### config.mk
export PLATFORM = sky130hd
export DESIGN_NAME = dhb_host_port
export DESIGN_NICKNAME = d
export VERILOG_FILES = /design/src/dhb_prescale.v /design/src/dhb_host_port.v
export VERILOG_INCLUDE_DIRS = /design/src /design/src/src
export SDC_FILE = /design/constraint.sdc
export NUM_CORES = 1
export LEC_CHECK = 0
export BUFFER_PORTS_ARGS = -buffer_cell sky130_fd_sc_hd__buf_2
export CORE_ASPECT_RATIO = 0.9
export CORE_MARGIN = 2
export CORE_UTILIZATION = 44
export DETAILED_ROUTE_END_ITERATION = 6
export GPL_TIMING_DRIVEN = 0
export PLACE_DENSITY = 0.82
export SLEW_MARGIN = 5
export SYNTH_ARGS = -nofsm -noshare
export SYNTH_HDL_FRONTEND = slang
export SYNTH_HIERARCHICAL = 1
export SYNTH_SLANG_ARGS = --single-unit
### constraint.sdc
create_clock -name clk_in -period 2.2 [get_ports clk_in]
set_input_delay 0.33 -clock clk_in [delete_from_list [all_inputs] [get_ports clk_in]]
set_output_delay 0.33 -clock clk_in [all_outputs]
set_load 0.01 [all_outputs]
### src/dhb_defines.vh
// constants for the dual style host bus front end
// assumes inclusion by bare name from the design files under src/
`ifndef DHB_DEFINES_VH
`define DHB_DEFINES_VH

// =========================================
// bus style and pin levels
`define DHB_STYLE_STROBE 1'b1
`define DHB_STYLE_DIRLINE 1'b0
`define DHB_DIR_READ 1'b1
`define DHB_PRESCALE_1X 1'b1

// =========================================
// modem control register field positions
`define DHB_MCR_INT_EN_BIT 3
`define DHB_MCR_CLK_BIT 7

// =========================================
// timing
`define DHB_PRESCALE_DIV 4
`define DHB_PRESCALE_CNT_W 2

`endif

### src/dhb_prescale.v
// divide-by-four tick generator feeding the 4X baud prescale path
// assumes one free running clock and an asynchronous active-high reset
`timescale 1ns/1ps
`include "dhb_defines.vh"

module dhb_prescale #(
  parameter DIV = `DHB_PRESCALE_DIV,
  parameter CNT_W = `DHB_PRESCALE_CNT_W
) (
  input wire clk_in,
  input wire rst_in,
  output reg tick_out
);

  // =========================================
  // counter
  reg [CNT_W-1:0] cnt_r;
  wire wrap = (cnt_r == DIV[CNT_W-1:0] - {{(CNT_W-1){1'b0}}, 1'b1});

  always @(posedge clk_in or posedge rst_in) begin
    if (rst_in) begin
      cnt_r <= {CNT_W{1'b0}};
      tick_out <= 1'b0;
    end else begin
      cnt_r <= wrap ? {CNT_W{1'b0}} : cnt_r + {{(CNT_W-1){1'b0}}, 1'b1};
      tick_out <= wrap;
    end
  end

endmodule

### src/dhb_host_port.v
// host bus front end for a four channel serial controller
// assumes host pins already synchronous to clk_in; channels sit behind the user-side ports
`timescale 1ns/1ps
`include "dhb_defines.vh"

// Function
// - style select high picks strobe bus, low picks direction-line bus
// - direction-line: write strobe is direction, reset active low, read strobe ignored
// - direction-line: all channel interrupts wire-ORed onto one open-source request
// - three low address bits pick the register inside the selected channel
// - direction-line: two upper address bits pick one channel under common select
// - strobe style: upper address pins act as chip selects of channels B, C
// - prescale select high gives 1X clock, low gives 4X prescaled clock
// - after reset a modem control bit 7 write overrides the prescale select pin
// - direction-line: common active-low select enables channels; high means none respond
// - strobe style: only channels with their own select low transfer data
// - strobe style: channel interrupt needs control bit 3, enable and pending; the code gates on control bit 3 and pending only
// - eight-bit three-state data bus, bit 0 least significant
module dhb_host_port #(
  parameter CHANNELS = 4
) (
  input wire clk_in,
  input wire rst_in,
  input wire bus_style_in,
  input wire bus_style_float_in,
  input wire dev_reset_pin_in,
  input wire cs_a_n_in,
  input wire cs_d_n_in,
  input wire [1:0] channel_addr_bits_in,
  input wire [2:0] reg_addr_bits_in,
  input wire read_strobe_n_in,
  input wire write_strobe_n_in,
  input wire [7:0] data_in,
  output reg [7:0] data_out,
  output wire data_oe_n_out,
  input wire [8*CHANNELS-1:0] chan_rdata_in,
  input wire [CHANNELS-1:0] chan_int_pending_in,
  input wire [8*CHANNELS-1:0] modem_control_reg_in,
  input wire [CHANNELS-1:0] modem_control_reg_wr_in,
  input wire prescale_select_in,
  output reg [CHANNELS-1:0] chan_sel_out,
  output reg [2:0] reg_index_out,
  output reg [7:0] chan_wdata_out,
  output reg chan_rd_out,
  output reg chan_wr_out,
  output reg chip_reset_out,
  output reg [CHANNELS-1:0] int_out,
  output reg irq_out,
  output wire irq_oe_n_out,
  output reg [CHANNELS-1:0] baud_tick_out,
  output reg [CHANNELS-1:0] prescale_1x_out
);

  // =========================================
  // decode helpers
  function [3:0] chan_onehot;
    input [1:0] idx;
    begin
      chan_onehot = 4'h1 << idx;
    end
  endfunction

  function [1:0] first_chan;
    input [3:0] sel;
    begin
      if (sel[0]) begin
        first_chan = 2'h0;
      end else if (sel[1]) begin
        first_chan = 2'h1;
      end else if (sel[2]) begin
        first_chan = 2'h2;
      end else begin
        first_chan = 2'h3;
      end
    end
  endfunction

  // =========================================
  // style and access decode
  // the pull-up is modelled by the float flag, so an open pin lands on strobe style
  wire style_strobe = bus_style_in | bus_style_float_in;
  wire is_strobe = (style_strobe == `DHB_STYLE_STROBE);

  // strobe style: each channel has its own select, CHANNEL_ADDR_BITS become the B/C selects
  wire [3:0] strobe_sel = ~{cs_d_n_in, channel_addr_bits_in[1], channel_addr_bits_in[0], cs_a_n_in};
  // direction-line style: one common select, channel picked by the address bits
  wire [3:0] dir_sel = cs_a_n_in ? 4'h0 : chan_onehot(channel_addr_bits_in);

  wire [3:0] sel_now = is_strobe ? strobe_sel : dir_sel;
  wire strobe_rd = ~read_strobe_n_in & (|strobe_sel);
  wire strobe_wr = ~write_strobe_n_in & (|strobe_sel);
  // read strobe plays no part in direction-line style
  wire dir_rd = ~cs_a_n_in & (write_strobe_n_in == `DHB_DIR_READ);
  wire dir_wr = ~cs_a_n_in & (write_strobe_n_in != `DHB_DIR_READ);
  wire acc_rd = is_strobe ? (strobe_rd & ~strobe_wr) : dir_rd;
  wire acc_wr = is_strobe ? strobe_wr : dir_wr;
  wire acc_any = acc_rd | acc_wr;

  // =========================================
  // access state machine
  localparam [2:0] ST_IDLE = 3'b001;
  localparam [2:0] ST_RD = 3'b010;
  localparam [2:0] ST_WR = 3'b100;

  reg [2:0] state_r;
  reg [2:0] state_nxt;

  always @* begin
    state_nxt = state_r;
    case (state_r)
      ST_IDLE: begin
        if (acc_wr) begin
          state_nxt = ST_WR;
        end else if (acc_rd) begin
          state_nxt = ST_RD;
        end
      end
      ST_RD: begin
        if (!acc_rd) begin
          state_nxt = ST_IDLE;
        end
      end
      ST_WR: begin
        if (!acc_wr) begin
          state_nxt = ST_IDLE;
        end
      end
      default: begin
        state_nxt = ST_IDLE;
      end
    endcase
  end

  // one transfer per strobe: rd and wr pulse once when the access opens
  wire opening = (state_r == ST_IDLE) & acc_any;
  wire [1:0] rd_chan = first_chan(sel_now);

  always @(posedge clk_in or posedge rst_in) begin
    if (rst_in) begin
      state_r <= ST_IDLE;
      chan_sel_out <= {CHANNELS{1'b0}};
      reg_index_out <= 3'h0;
      chan_wdata_out <= 8'h00;
      chan_rd_out <= 1'b0;
      chan_wr_out <= 1'b0;
      data_out <= 8'h00;
    end else begin
      state_r <= state_nxt;
      chan_rd_out <= opening & acc_rd & ~acc_wr;
      chan_wr_out <= opening & acc_wr;
      if (opening) begin
        chan_sel_out <= sel_now[CHANNELS-1:0];
        reg_index_out <= reg_addr_bits_in;
        chan_wdata_out <= data_in;
      end else if (state_nxt == ST_IDLE) begin
        chan_sel_out <= {CHANNELS{1'b0}};
      end
      // read data reloaded from the channel every cycle of the read, lowest selected channel wins
      if (state_r == ST_RD) begin
        data_out <= chan_rdata_in[8*rd_chan +: 8];
      end
    end
  end

  // bus driven only while a read is open; released the cycle the strobe drops
  assign data_oe_n_out = ~((state_r == ST_RD) & acc_rd);

  // =========================================
  // device reset remap
  always @(posedge clk_in or posedge rst_in) begin
    if (rst_in) begin
      chip_reset_out <= 1'b1;
    end else begin
      chip_reset_out <= is_strobe ? dev_reset_pin_in : ~dev_reset_pin_in;
    end
  end

  // =========================================
  // interrupt routing
  wire [CHANNELS-1:0] int_cond;
  genvar g;
  generate
    for (g = 0; g < CHANNELS; g = g + 1) begin : g_int
      assign int_cond[g] = modem_control_reg_in[8*g + `DHB_MCR_INT_EN_BIT] & chan_int_pending_in[g];
    end
  endgenerate

  always @(posedge clk_in or posedge rst_in) begin
    if (rst_in) begin
      int_out <= {CHANNELS{1'b0}};
      irq_out <= 1'b0;
    end else begin
      int_out <= is_strobe ? int_cond : {CHANNELS{1'b0}};
      irq_out <= ~is_strobe & (|chan_int_pending_in);
    end
  end

  // open-source request: drives high when asserted, floats otherwise
  assign irq_oe_n_out = ~irq_out;

  // =========================================
  // baud prescale selection
  wire tick4;

  dhb_prescale #(
    .DIV(`DHB_PRESCALE_DIV),
    .CNT_W(`DHB_PRESCALE_CNT_W)
  ) u_prescale (
    .clk_in(clk_in),
    .rst_in(rst_in),
    .tick_out(tick4)
  );

  // the pin rules until software writes the control register; reset hands control back to the pin
  reg [CHANNELS-1:0] ovr_r;
  reg [CHANNELS-1:0] ovr_val_r;

  generate
    for (g = 0; g < CHANNELS; g = g + 1) begin : g_clk
      wire sel_1x = ovr_r[g] ? ovr_val_r[g] : prescale_select_in;

      always @(posedge clk_in or posedge rst_in) begin
        if (rst_in) begin
          ovr_r[g] <= 1'b0;
          ovr_val_r[g] <= 1'b0;
          prescale_1x_out[g] <= 1'b0;
          baud_tick_out[g] <= 1'b0;
        end else begin
          if (modem_control_reg_wr_in[g]) begin
            ovr_r[g] <= 1'b1;
            ovr_val_r[g] <= modem_control_reg_in[8*g + `DHB_MCR_CLK_BIT];
          end
          prescale_1x_out[g] <= (sel_1x == `DHB_PRESCALE_1X);
          baud_tick_out[g] <= (sel_1x == `DHB_PRESCALE_1X) ? 1'b1 : tick4;
        end
      end
    end
  endgenerate

endmodule

# --- Word-level counts from Yosys, hierarchy flattened ---
# Index checks and enable logic that the tools add are counted.
totals:
  reg_bits: 53
  wordCells: 91
  latch_bits: 0
  ramBits: 0
  input_bits: 95
  romBits: 0
  n_memories: 0
  out_inout_bits: 41
op_classes:
  bitwise_logic: 27
  mux: 25
  n_eq_ne: 5
  n_lt_le_gt_ge: 0
  reduce_logical: 3
  shifts: 2
  addsub: 1
  n_mul: 0
  div_mod_pow: 0
op_table:
  columns: ["cell", "count"]
  rows:
  - ["32-bit by 6-bit indexed part select with 8-bit output", 1]
  - ["4-bit 2-to-1 mux", 5]
  - ["1-bit bitwise AND", 15]
  - ["1-bit 2-to-1 mux", 12]
  - ["3-bit 2-to-1 mux", 4]
  - ["1-bit NOT", 9]
  - ["3-bit one-hot mux with 3 select lines", 1]
  - ["4-bit OR reduction", 2]
  - ["3-bit by 1-bit == test with 1-bit output, second input constant", 2]
  - ["2-bit 2-to-1 mux", 3]
  - ["4-bit NOT", 1]
  - ["1-bit by 2-bit left shift with 4-bit output, first input constant", 1]
  - ["3-bit by 2-bit == test with 1-bit output, second input constant", 1]
  - ["3-bit == test, second input constant", 1]
  - ["2-bit by 1-bit adder with 2-bit output, second input constant", 1]
  - ["2-bit == test, second input constant", 1]
  - ["1-bit bitwise OR", 2]
  - ["2-bit nonzero test", 1]

# --- Depth between registers and ports, before layout ---
# Gate-level depths: netlist of run 1.
depth:
  word_depth: 12
  mapped_depth: 6
  mapped_depth_nobuf: 4

# --- By module ---
# Netlist of run 1, hierarchy kept.
by_module_without_submodules:
  columns: ["module", "instances", "seq_area_each_um2", "area_per_inst_um2", "cells_each"]
  rows:
  - ["dhb_host_port", 1, 1253.7, 2327.2, 182]
  - ["dhb_prescale", 1, 75.1, 95.1, 6]

# --- Worst setup path before layout of run 1 ---
# No wires, ideal clock.
synth_path:
  path_kind: "flip-flop to flip-flop"
  startpoint: "reg state_r[0]"
  endpoint: "reg chan_wdata_out[3]"
  period_less_slack_ns: 1.860
  t_arrival_ns: 1.734
  n_path_buf: 1
  slack_ns: 0.340
  required_ns: 2.075
  setup_ns: 0.125
  path_stages_with_launch: 6
  cell_sequence: "dfstp_2 > or3b_4 > a31o_4 > nor2_8 > buf_12 > mux2_4"
synth_between:
  elab_chain_len: 2
synth_lines:
  columns: ["element", "line_no", "rtl"]
  rows:
  - ["start: declaration", "dhb_host_port.v:105", "reg [2:0] state_r;"]
  - ["start signal: assignment", "dhb_host_port.v:148", "state_r <= state_nxt;"]
  - ["3-bit by 1-bit == test with 1-bit output", "dhb_host_port.v:135", "wire opening = (state_r == ST_IDLE) & acc_any;"]
  - ["1-bit bitwise AND", "dhb_host_port.v:135", null]
  - ["end signal: assignment", "dhb_host_port.v:154", "chan_wdata_out <= data_in;"]
  - ["end: declaration", "dhb_host_port.v:43", "output reg [7:0] chan_wdata_out,"]
# Every way passes these cells.
# A chain may end at the register's enable or synchronous reset.

# --- Worst setup path after layout of run 1 ---
layout_path:
  startpoint: "reg state_r[1]"
  endpoint: "out data_oe_n_out"
layout_between:
  elab_chain_len: 3
layout_lines:
  columns: ["element", "line_no", "rtl"]
  rows:
  - ["3-bit by 2-bit == test with 1-bit output", "dhb_host_port.v:166", "assign data_oe_n_out = ~((state_r == ST_RD) & acc_rd);"]
  - ["1-bit bitwise AND", "dhb_host_port.v:166", null]
  - ["1-bit NOT", "dhb_host_port.v:166", null]
  - ["end: declaration", "dhb_host_port.v:35", "output wire data_oe_n_out,"]
# Every way passes these cells.

==> out/qor.txt, run 1 <==
outcome: completed
r2r endpoint: chan_wdata_out[7]$_DFFE_PP0P_
RSZ-0062 raised after global routing: no
WHS Endpoint: chip_reset_out$_DFF_PP1_
cell row count: 25
Die X: 82.2 um
vias per cell: 5.46
Critical Path RT: 1.87 ns
Worst VDD drop: 0.678 mV
Max Buffers Root-to-Sink: 2
Remaining DRCs: 0
HP Start: dev_reset_pin_in
DIE AREA: 6120 um2
GRT Overall Usage: 19.5%
Synth top area share: 52.7%
router iterations before antenna repair: 4
CP delay by family, top: simple AND/OR/NAND/NOR gates
Synth Cell Area: 2420 um2
1st-iter DRT viols: 89
PortBufs: 109
antenna violations before repair: 0
pwr/cell area: 967 nW/um2
Synth top cells by count: dfrtp_1, nor2_1, a22o_1, mux2_2, a32oi_1
largest net degree at the start of global routing: 36
Combinational Power Share: 37.4%
area leader, netlist: dfrtp_1
Worst EP arrival: 1.77 ns
crit path cell chain: nor2b_1, nand2b_1, clkbuf_1, or3_1, buf_2
period utilization: 95.4%
Clk Latency, worst-skew pair: 0.30 ns
Setup Viol. Count Final: 0
syn avg cell area: 12.9 um2
Slew Viols, Final: 0
Max FO, Critical Path: 10
CTS root buf: clkbuf_8
grt total ovfl: 0
dpl cells: 365
first-pass GRT wire length: 9000 um
R2R cell count: 5
Worst setup EP type: output port
Final Non-Filler Cells: 374
asr flop ratio synth: 100%
clock skew: 0.00582 ns
vias in the first global route: 1,966
leakage power: 1.51 nW
Post-Layout Inst Area: 3170 um2
CP Class: register to output port
dpl hpwl: 4500 um
post-route minimum period: 2.10 ns
Initial Utilization: 45.8%
Area contributors post-synth: dfrtp_1, mux2_2, mux2_4
Reg power frac: 45.2%
Slowest cell on crit path: dfrtp_1
number of inserted diodes: 0
die height: 74.4 um
Net Sw Frac: 31.9%
post-synthesis sequential area ratio: 54.9%
endpoints failing hold: 0
synthesis warning total: 6
Core Area: 5290 um2
clock share of power: 17.4%
Final Core Density: 60.0%
P_int: 2.09 mW
Post-synth top flop: dfrtp_1
worst hold path type: primary input to register
Net Count, Synth: 284
area post-placement: 3070 um2
EDFF count, synth: 0
Routed WL: 5910 um
R2R Setup Slk: 0.23 ns
Slew HR: 55.5%
post-synthesis cell count: 188
Worst path max stage delay: 0.42 ns
CTS buffer count: 5
Worst Setup Start Kind: register
Reg clk slew, reported paths: 0.09 ns
layout cells sized above 1: 50.5%
ANT nets after route: 0
Post-Route Setup TNS: 0 ns
NumNets Final: 402
H-tree levels: 2
FMAX: 476 MHz
Tightest Pin Transition: 0.668 ns
net switching power: 978 uW
Critical path buffers and inverters: 2
clock sink total: 53
Max-Cap Viols: 0
FF+latch count, synth: 53
Filler Cell Count: 469
routed via count: 2,043
Layout area overhead: 30.8%
Worst Hold Depth: 2
final RePlAce weighted congestion: 0.741
RR Startpoint: state_r[0]$_DFF_PP1_
library cells used by synthesis: 43
most common cell in the netlist: dfrtp_1
Wirelength per Cell: 15.8 um
io pins: 136
CTS tree: done
[per-layer routing]
layer,track usage (%),routed length (um),part of all wire (%)
met1,24.6,2440,41
met4,5.74,27,0.46
met3,4.37,401,6.8
met2,33.6,3040,51
met5,0,0,0
[kinds of logic after synthesis]
logic type               synth area share, %
AO/OA/AOI/OAI                           18.2
XOR/XNOR                                1.08
adder cells (fa/ha/maj)                0.981
buffers and inverters                   2.74
flip-flops                              54.9
multiplexers                            9.92
AND/OR/NAND/NOR                         12.2
[cell usage in the layout, fill, tap and decap left out, types with 3 or more instances in the layout]
cell,synthesis,routed
inv_1,4,3
nor2_1,16,16
o32a_1,8,8
a22o_1,10,10
or2_2,8,8
nor3_1,3,3
o21ai_0,4,4
and3_1,5,5
clkbuf_1,6,7
nand2b_1,3,3
nand2_1,4,4
a32oi_1,9,9
clkbuf_8,0,5
buf_2,1,110
mux2_2,10,10
mux2_4,7,7
dfrtp_1,51,51
a221o_1,8,8
[power by group through the flow]
stage          clock, mW  combinational, mW  sequential [mW]
2_1_floorplan          0              0.635             1.50
3_3_place_gp           0               1.12             1.39
3_5_place_dp           0               1.16             1.40
4_1_cts            0.553               1.16             1.38
5_1_grt            0.595               1.25             1.42
6_report           0.532               1.15             1.39
[layout make-up]
type                            instances  area, um2  share of cell area, %
Buffer                                  9       51.3                   1.62
Sequential cell                        53       1330                   41.9
Timing Repair Buffer                  111        576                   18.2
Inverter                                4       15.0                  0.474
Clock buffer                            6       72.6                   2.29
Multi-Input combinational cell        122       1030                   32.4
Clock inverter                          2       15.0                  0.474
Tap cell                               67       83.8                   2.65
[metrics by stage]
stage / total power, mW / hold slack (ns) / setup slack, ns
3_5_place_dp: 2.56 / 0.216 / 0.239
2_1_floorplan: 2.13 / 0.0836 / 0.340
4_1_cts: 3.10 / 0.181 / 0.122
5_1_grt: 3.26 / 0.170 / 0.00319
6_report: 3.06 / 0.186 / 0.101
3_3_place_gp: 2.51 / 0.204 / 0.0476
[how the worst max path moves through the flow]
stage / start / cells past startpoint / endpoint / slack [ns]
after floorplan: state_r[0]$_DFF_PP1_ / 5 / chan_wdata_out[3]$_DFFE_PP0P_ / 0.34
after global placement: rst_in / 2 / chan_rd_out$_DFF_PP0_ / 0.05
after detailed placement: state_r[0]$_DFF_PP1_ / 5 / chan_wdata_out[7]$_DFFE_PP0P_ / 0.24
after CTS: state_r[1]$_DFF_PP0_ / 5 / data_oe_n_out / 0.12
after global routing: state_r[1]$_DFF_PP0_ / 5 / data_oe_n_out / 0.003
final: state_r[1]$_DFF_PP0_ / 5 / data_oe_n_out / 0.10
[flip-flops by register name, indices dropped and copies added (netlist names), 2 cells and up]
| name | cells |
|---|---|
| chan_wdata_out | 8 |
| ovr_r | 4 |
| u_prescale/cnt_r | 2 |
| reg_index_out | 3 |
| int_out | 4 |
| chan_sel_out | 4 |
| state_r | 3 |
| ovr_val_r | 4 |
| prescale_1x_out | 4 |
| baud_tick_out | 4 |
| data_out | 8 |
[timing repair]
item	4_1_cts	5_1_grt
hold buffers	1	0
gates resized for setup	0	0
setup buffers	0	0
hold endpoints to repair	3	0
Power figures use the tool's default switching activity.
==> run 2: changes to the inputs <==
--- a/config.mk
+++ b/config.mk
@@ -6,15 +6,14 @@
 export SDC_FILE = /design/constraint.sdc
 export NUM_CORES = 1
 export LEC_CHECK = 0
-export BUFFER_PORTS_ARGS = -buffer_cell sky130_fd_sc_hd__buf_2
 export CORE_ASPECT_RATIO = 0.9
 export CORE_MARGIN = 2
-export CORE_UTILIZATION = 44
+export CORE_UTILIZATION = 45
 export DETAILED_ROUTE_END_ITERATION = 6
+export DONT_BUFFER_PORTS = 1
 export GPL_TIMING_DRIVEN = 0
-export PLACE_DENSITY = 0.82
+export PLACE_DENSITY = 0.62
 export SLEW_MARGIN = 5
 export SYNTH_ARGS = -nofsm -noshare
 export SYNTH_HDL_FRONTEND = slang
-export SYNTH_HIERARCHICAL = 1
 export SYNTH_SLANG_ARGS = --single-unit
==> out/qor.txt, run 2 <==
routed via count: 2,058 (was 2,043)
outcome: completed (unchanged)
most common cell after layout, fill and taps aside: dfrtp_1 (was buf_2)
dpl ws: 0.162 ns (was 0.239 ns)
FMAX: 485 MHz (was 476 MHz)
Tot Pwr: 2.90 mW (was 3.06 mW)
area leader, netlist: dfrtp_1 (unchanged)
1st-iter DRT viols: 124 (was 89)
synthesis warning total: 0 (was 6)
Critical Path RT: 2.39 ns (was 1.87 ns)
Slew HR: 45.9% (was 55.5%)
Worst Setup Start Kind: register (unchanged)
clock skew: 0.00991 ns (was 0.00582 ns)
H-tree levels: 2 (unchanged)
DIE AREA: 6550 um2 (was 6120 um2)
Max FO, Critical Path: 10 (unchanged)
cell row count: 26 (was 25)
antenna violations before repair: 0 (unchanged)
asr flop ratio synth: 100% (unchanged)
Final Non-Filler Cells: 326 (was 374)
clock sink total: 53 (unchanged)
vias in the first global route: 1,995 (was 1,966)
most frequent cells in the layout: dfrtp_1, a31oi_1, nor2_1, mux2_2, o21ai_0 (was buf_2, dfrtp_1, nor2_1, a22o_1, mux2_2)
post-synthesis cell count: 246 (was 188)
PortBufs: 0 (was 109)
CP Class: register to register (was register to output port)
NumNets Final: 351 (was 402)
Tightest Pin Transition: 0.810 ns (was 0.668 ns)
Post-Layout Inst Area: 2880 um2 (was 3170 um2)
Worst Setup Slack, final: 0.140 ns (was 0.101 ns)
Wirelength per Cell: 19.7 um (was 15.8 um)
dpl cells: 317 (was 365)
Die X: 85.1 um (was 82.2 um)
die height: 77.0 um (was 74.4 um)
vias per cell: 6.31 (was 5.46)
CTS root buf: clkbuf_8 (unchanged)
grt total ovfl: 0 (unchanged)
FF+latch count, synth: 53 (unchanged)
Remaining DRCs: 0 (unchanged)
Synth top area share: 47.9% (was 52.7%)
io pins: 136 (unchanged)
Max Buffers Root-to-Sink: 2 (unchanged)
period utilization: 93.7% (was 95.4%)
Clk Latency, worst-skew pair: 0.31 ns (was 0.30 ns)
Net Count, Synth: 342 (was 284)
post-synthesis sequential area ratio: 49.9% (was 54.9%)
most common cell in the netlist: dfrtp_1 (unchanged)
routing usage on met2: 29.6% (was 33.6%)
Routed WL: 6420 um (was 5910 um)
number of inserted diodes: 0 (unchanged)
Layout area overhead: 8.03% (was 30.8%)
pwr/cell area: 1010 nW/um2 (was 967 nW/um2)
Reg clk slew, reported paths: 0.10 ns (was 0.09 ns)
largest net degree at the start of global routing: 40 (was 36)
Area contributors post-synth: dfrtp_1, a31oi_1, mux2_2 (was dfrtp_1, mux2_2, mux2_4)
Post-Route Setup TNS: 0 ns (unchanged)
leakage power: 1.17 nW (was 1.51 nW)
router iterations before antenna repair: 5 (was 4)
EDFF count, synth: 0 (unchanged)
Worst setup EP type: register (was output port)
met1 Resource Use GR: 27.2% (was 24.6%)
dpl hpwl: 4690 um (was 4500 um)
CTS tree: done (unchanged)
biggest regs: chan_wdata_out x8, data_out x8 (unchanged)
layout cells sized above 1: 21.5% (was 50.5%)
Core Area: 5690 um2 (was 5290 um2)
worst hold path type: primary input to register (unchanged)
GRT Overall Usage: 20.0% (was 19.5%)
Post-synth top flop: dfrtp_1 (unchanged)
grt peak-use layer: met2 (unchanged)
post-CTS setup repair buffer count: 0 (unchanged)
met3 usage: 6.67% (was 4.37%)
Worst VDD drop: 0.661 mV (was 0.678 mV)
area post-placement: 2770 um2 (was 3070 um2)
Synth Cell Area: 2660 um2 (was 2420 um2)
RSZ-0062 raised after global routing: no (unchanged)
library cells used by synthesis: 49 (was 43)
post-route minimum period: 2.06 ns (was 2.10 ns)
Setup Viol. Count Final: 0 (unchanged)
final RePlAce weighted congestion: 0.842 (was 0.741)
Initial Utilization: 46.8% (was 45.8%)
ANT nets after route: 0 (unchanged)
Max-Cap Viols: 0 (unchanged)
Worst EP arrival: 2.25 ns (was 1.77 ns)
Slew Viols, Final: 0 (unchanged)
CTS buffer count: 5 (unchanged)
syn avg cell area: 10.8 um2 (was 12.9 um2)
endpoints failing hold: 0 (unchanged)
Synth top cells by count: dfrtp_1, a31oi_1, nor2_1, mux2_2, o21ai_0 (was dfrtp_1, nor2_1, a22o_1, mux2_2, a32oi_1)
first-pass GRT wire length: 10,400 um (was 9000 um)
## run 2: layout make-up
| class | instances | area [um2] |
|---|---|---|
| fillers | 528 | 2820 |
| plain buffers | 19 | 123 |
| clock inverters | 3 | 26.3 |
| clock buffers | 5 | 68.8 |
| flip-flops and latches | 53 | 1330 |
| well taps | 70 | 87.6 |
| repair buffers | 2 | 30.0 |
| multi-input cells | 168 | 1190 |
| inverters | 6 | 22.5 |
## run 2: logic make-up (layout without fill, tap and decap cells)
family,Yosys count,in the layout,share of synthesized area (%)
AO/OA/AOI/OAI,77,77,20.6
flip-flops,53,53,49.9
adder cells (fa/ha/maj),1,1,0.470
buffers and inverters,25,35,5.40
multiplexers,19,19,8.88
XOR/XNOR,3,3,0.987
AND/OR/NAND/NOR,68,68,13.8
## run 2: path summary, 6_finish.rpt
| check | slack [ns] | from | endpoint | cells past startpoint |
|---|---|---|---|---|
| max reg2reg | 0.14 | state_r[0]$_DFF_PP1_ | chan_wdata_out[0]$_DFFE_PP0N_ | 7 |
| min | 0.06 | dev_reset_pin_in | chip_reset_out$_DFF_PP1_ | 1 |
| min reg2reg | 0.44 | u_prescale.cnt_r[0]$_DFF_PP0_ | u_prescale.cnt_r[0]$_DFF_PP0_ | 1 |
| max | 0.14 | state_r[0]$_DFF_PP1_ | chan_wdata_out[0]$_DFFE_PP0N_ | 7 |
| min in group asynchronous | 0.42 | rst_in | baud_tick_out[0]$_DFF_PP0_ | 2 |
| max in group asynchronous | 1.21 | rst_in | state_r[0]$_DFF_PP1_ | 3 |
## run 2: power breakdown
part | switching, mW | total [mW] | internal, mW
clock | 0.342 | 0.574 | 0.232
sequential | 0.275 | 1.50 | 1.23
combinational | 0.354 | 0.822 | 0.467
## run 2: critical path, cell delays in order (launching register included)
cell and delay, ns:
dfstp_2 0.54, buf_6 0.12, or3b_4 0.41, a31oi_4 0.16
and2_4 0.17, buf_8 0.11, buf_12 0.13, mux2_4 0.30
## run 2: through the flow
step                      hold WS, ns  util (%)
after floorplan                 0.389         -
after global routing           0.0492      50.5
final                          0.0627      50.5
after CTS                      0.0577      50.5
after detailed placement        0.192      48.7
after global placement          0.396      48.3
## run 2: metal layers
| metal | up-vias | wire length (um) |
|---|---|---|
| met4 | 0 | 76 |
| met3 | 6 | 685 |
| met5 | - | 0 |
| met1 | 988 | 2770 |
| li1 | 940 | - |
| met2 | 124 | 2890 |
## run 2: repair_timing
item	CTS	global route
hold buffers	1	0
gates resized for setup	0	2
setup endpoints to repair	0	1
hold endpoints to repair	14	0
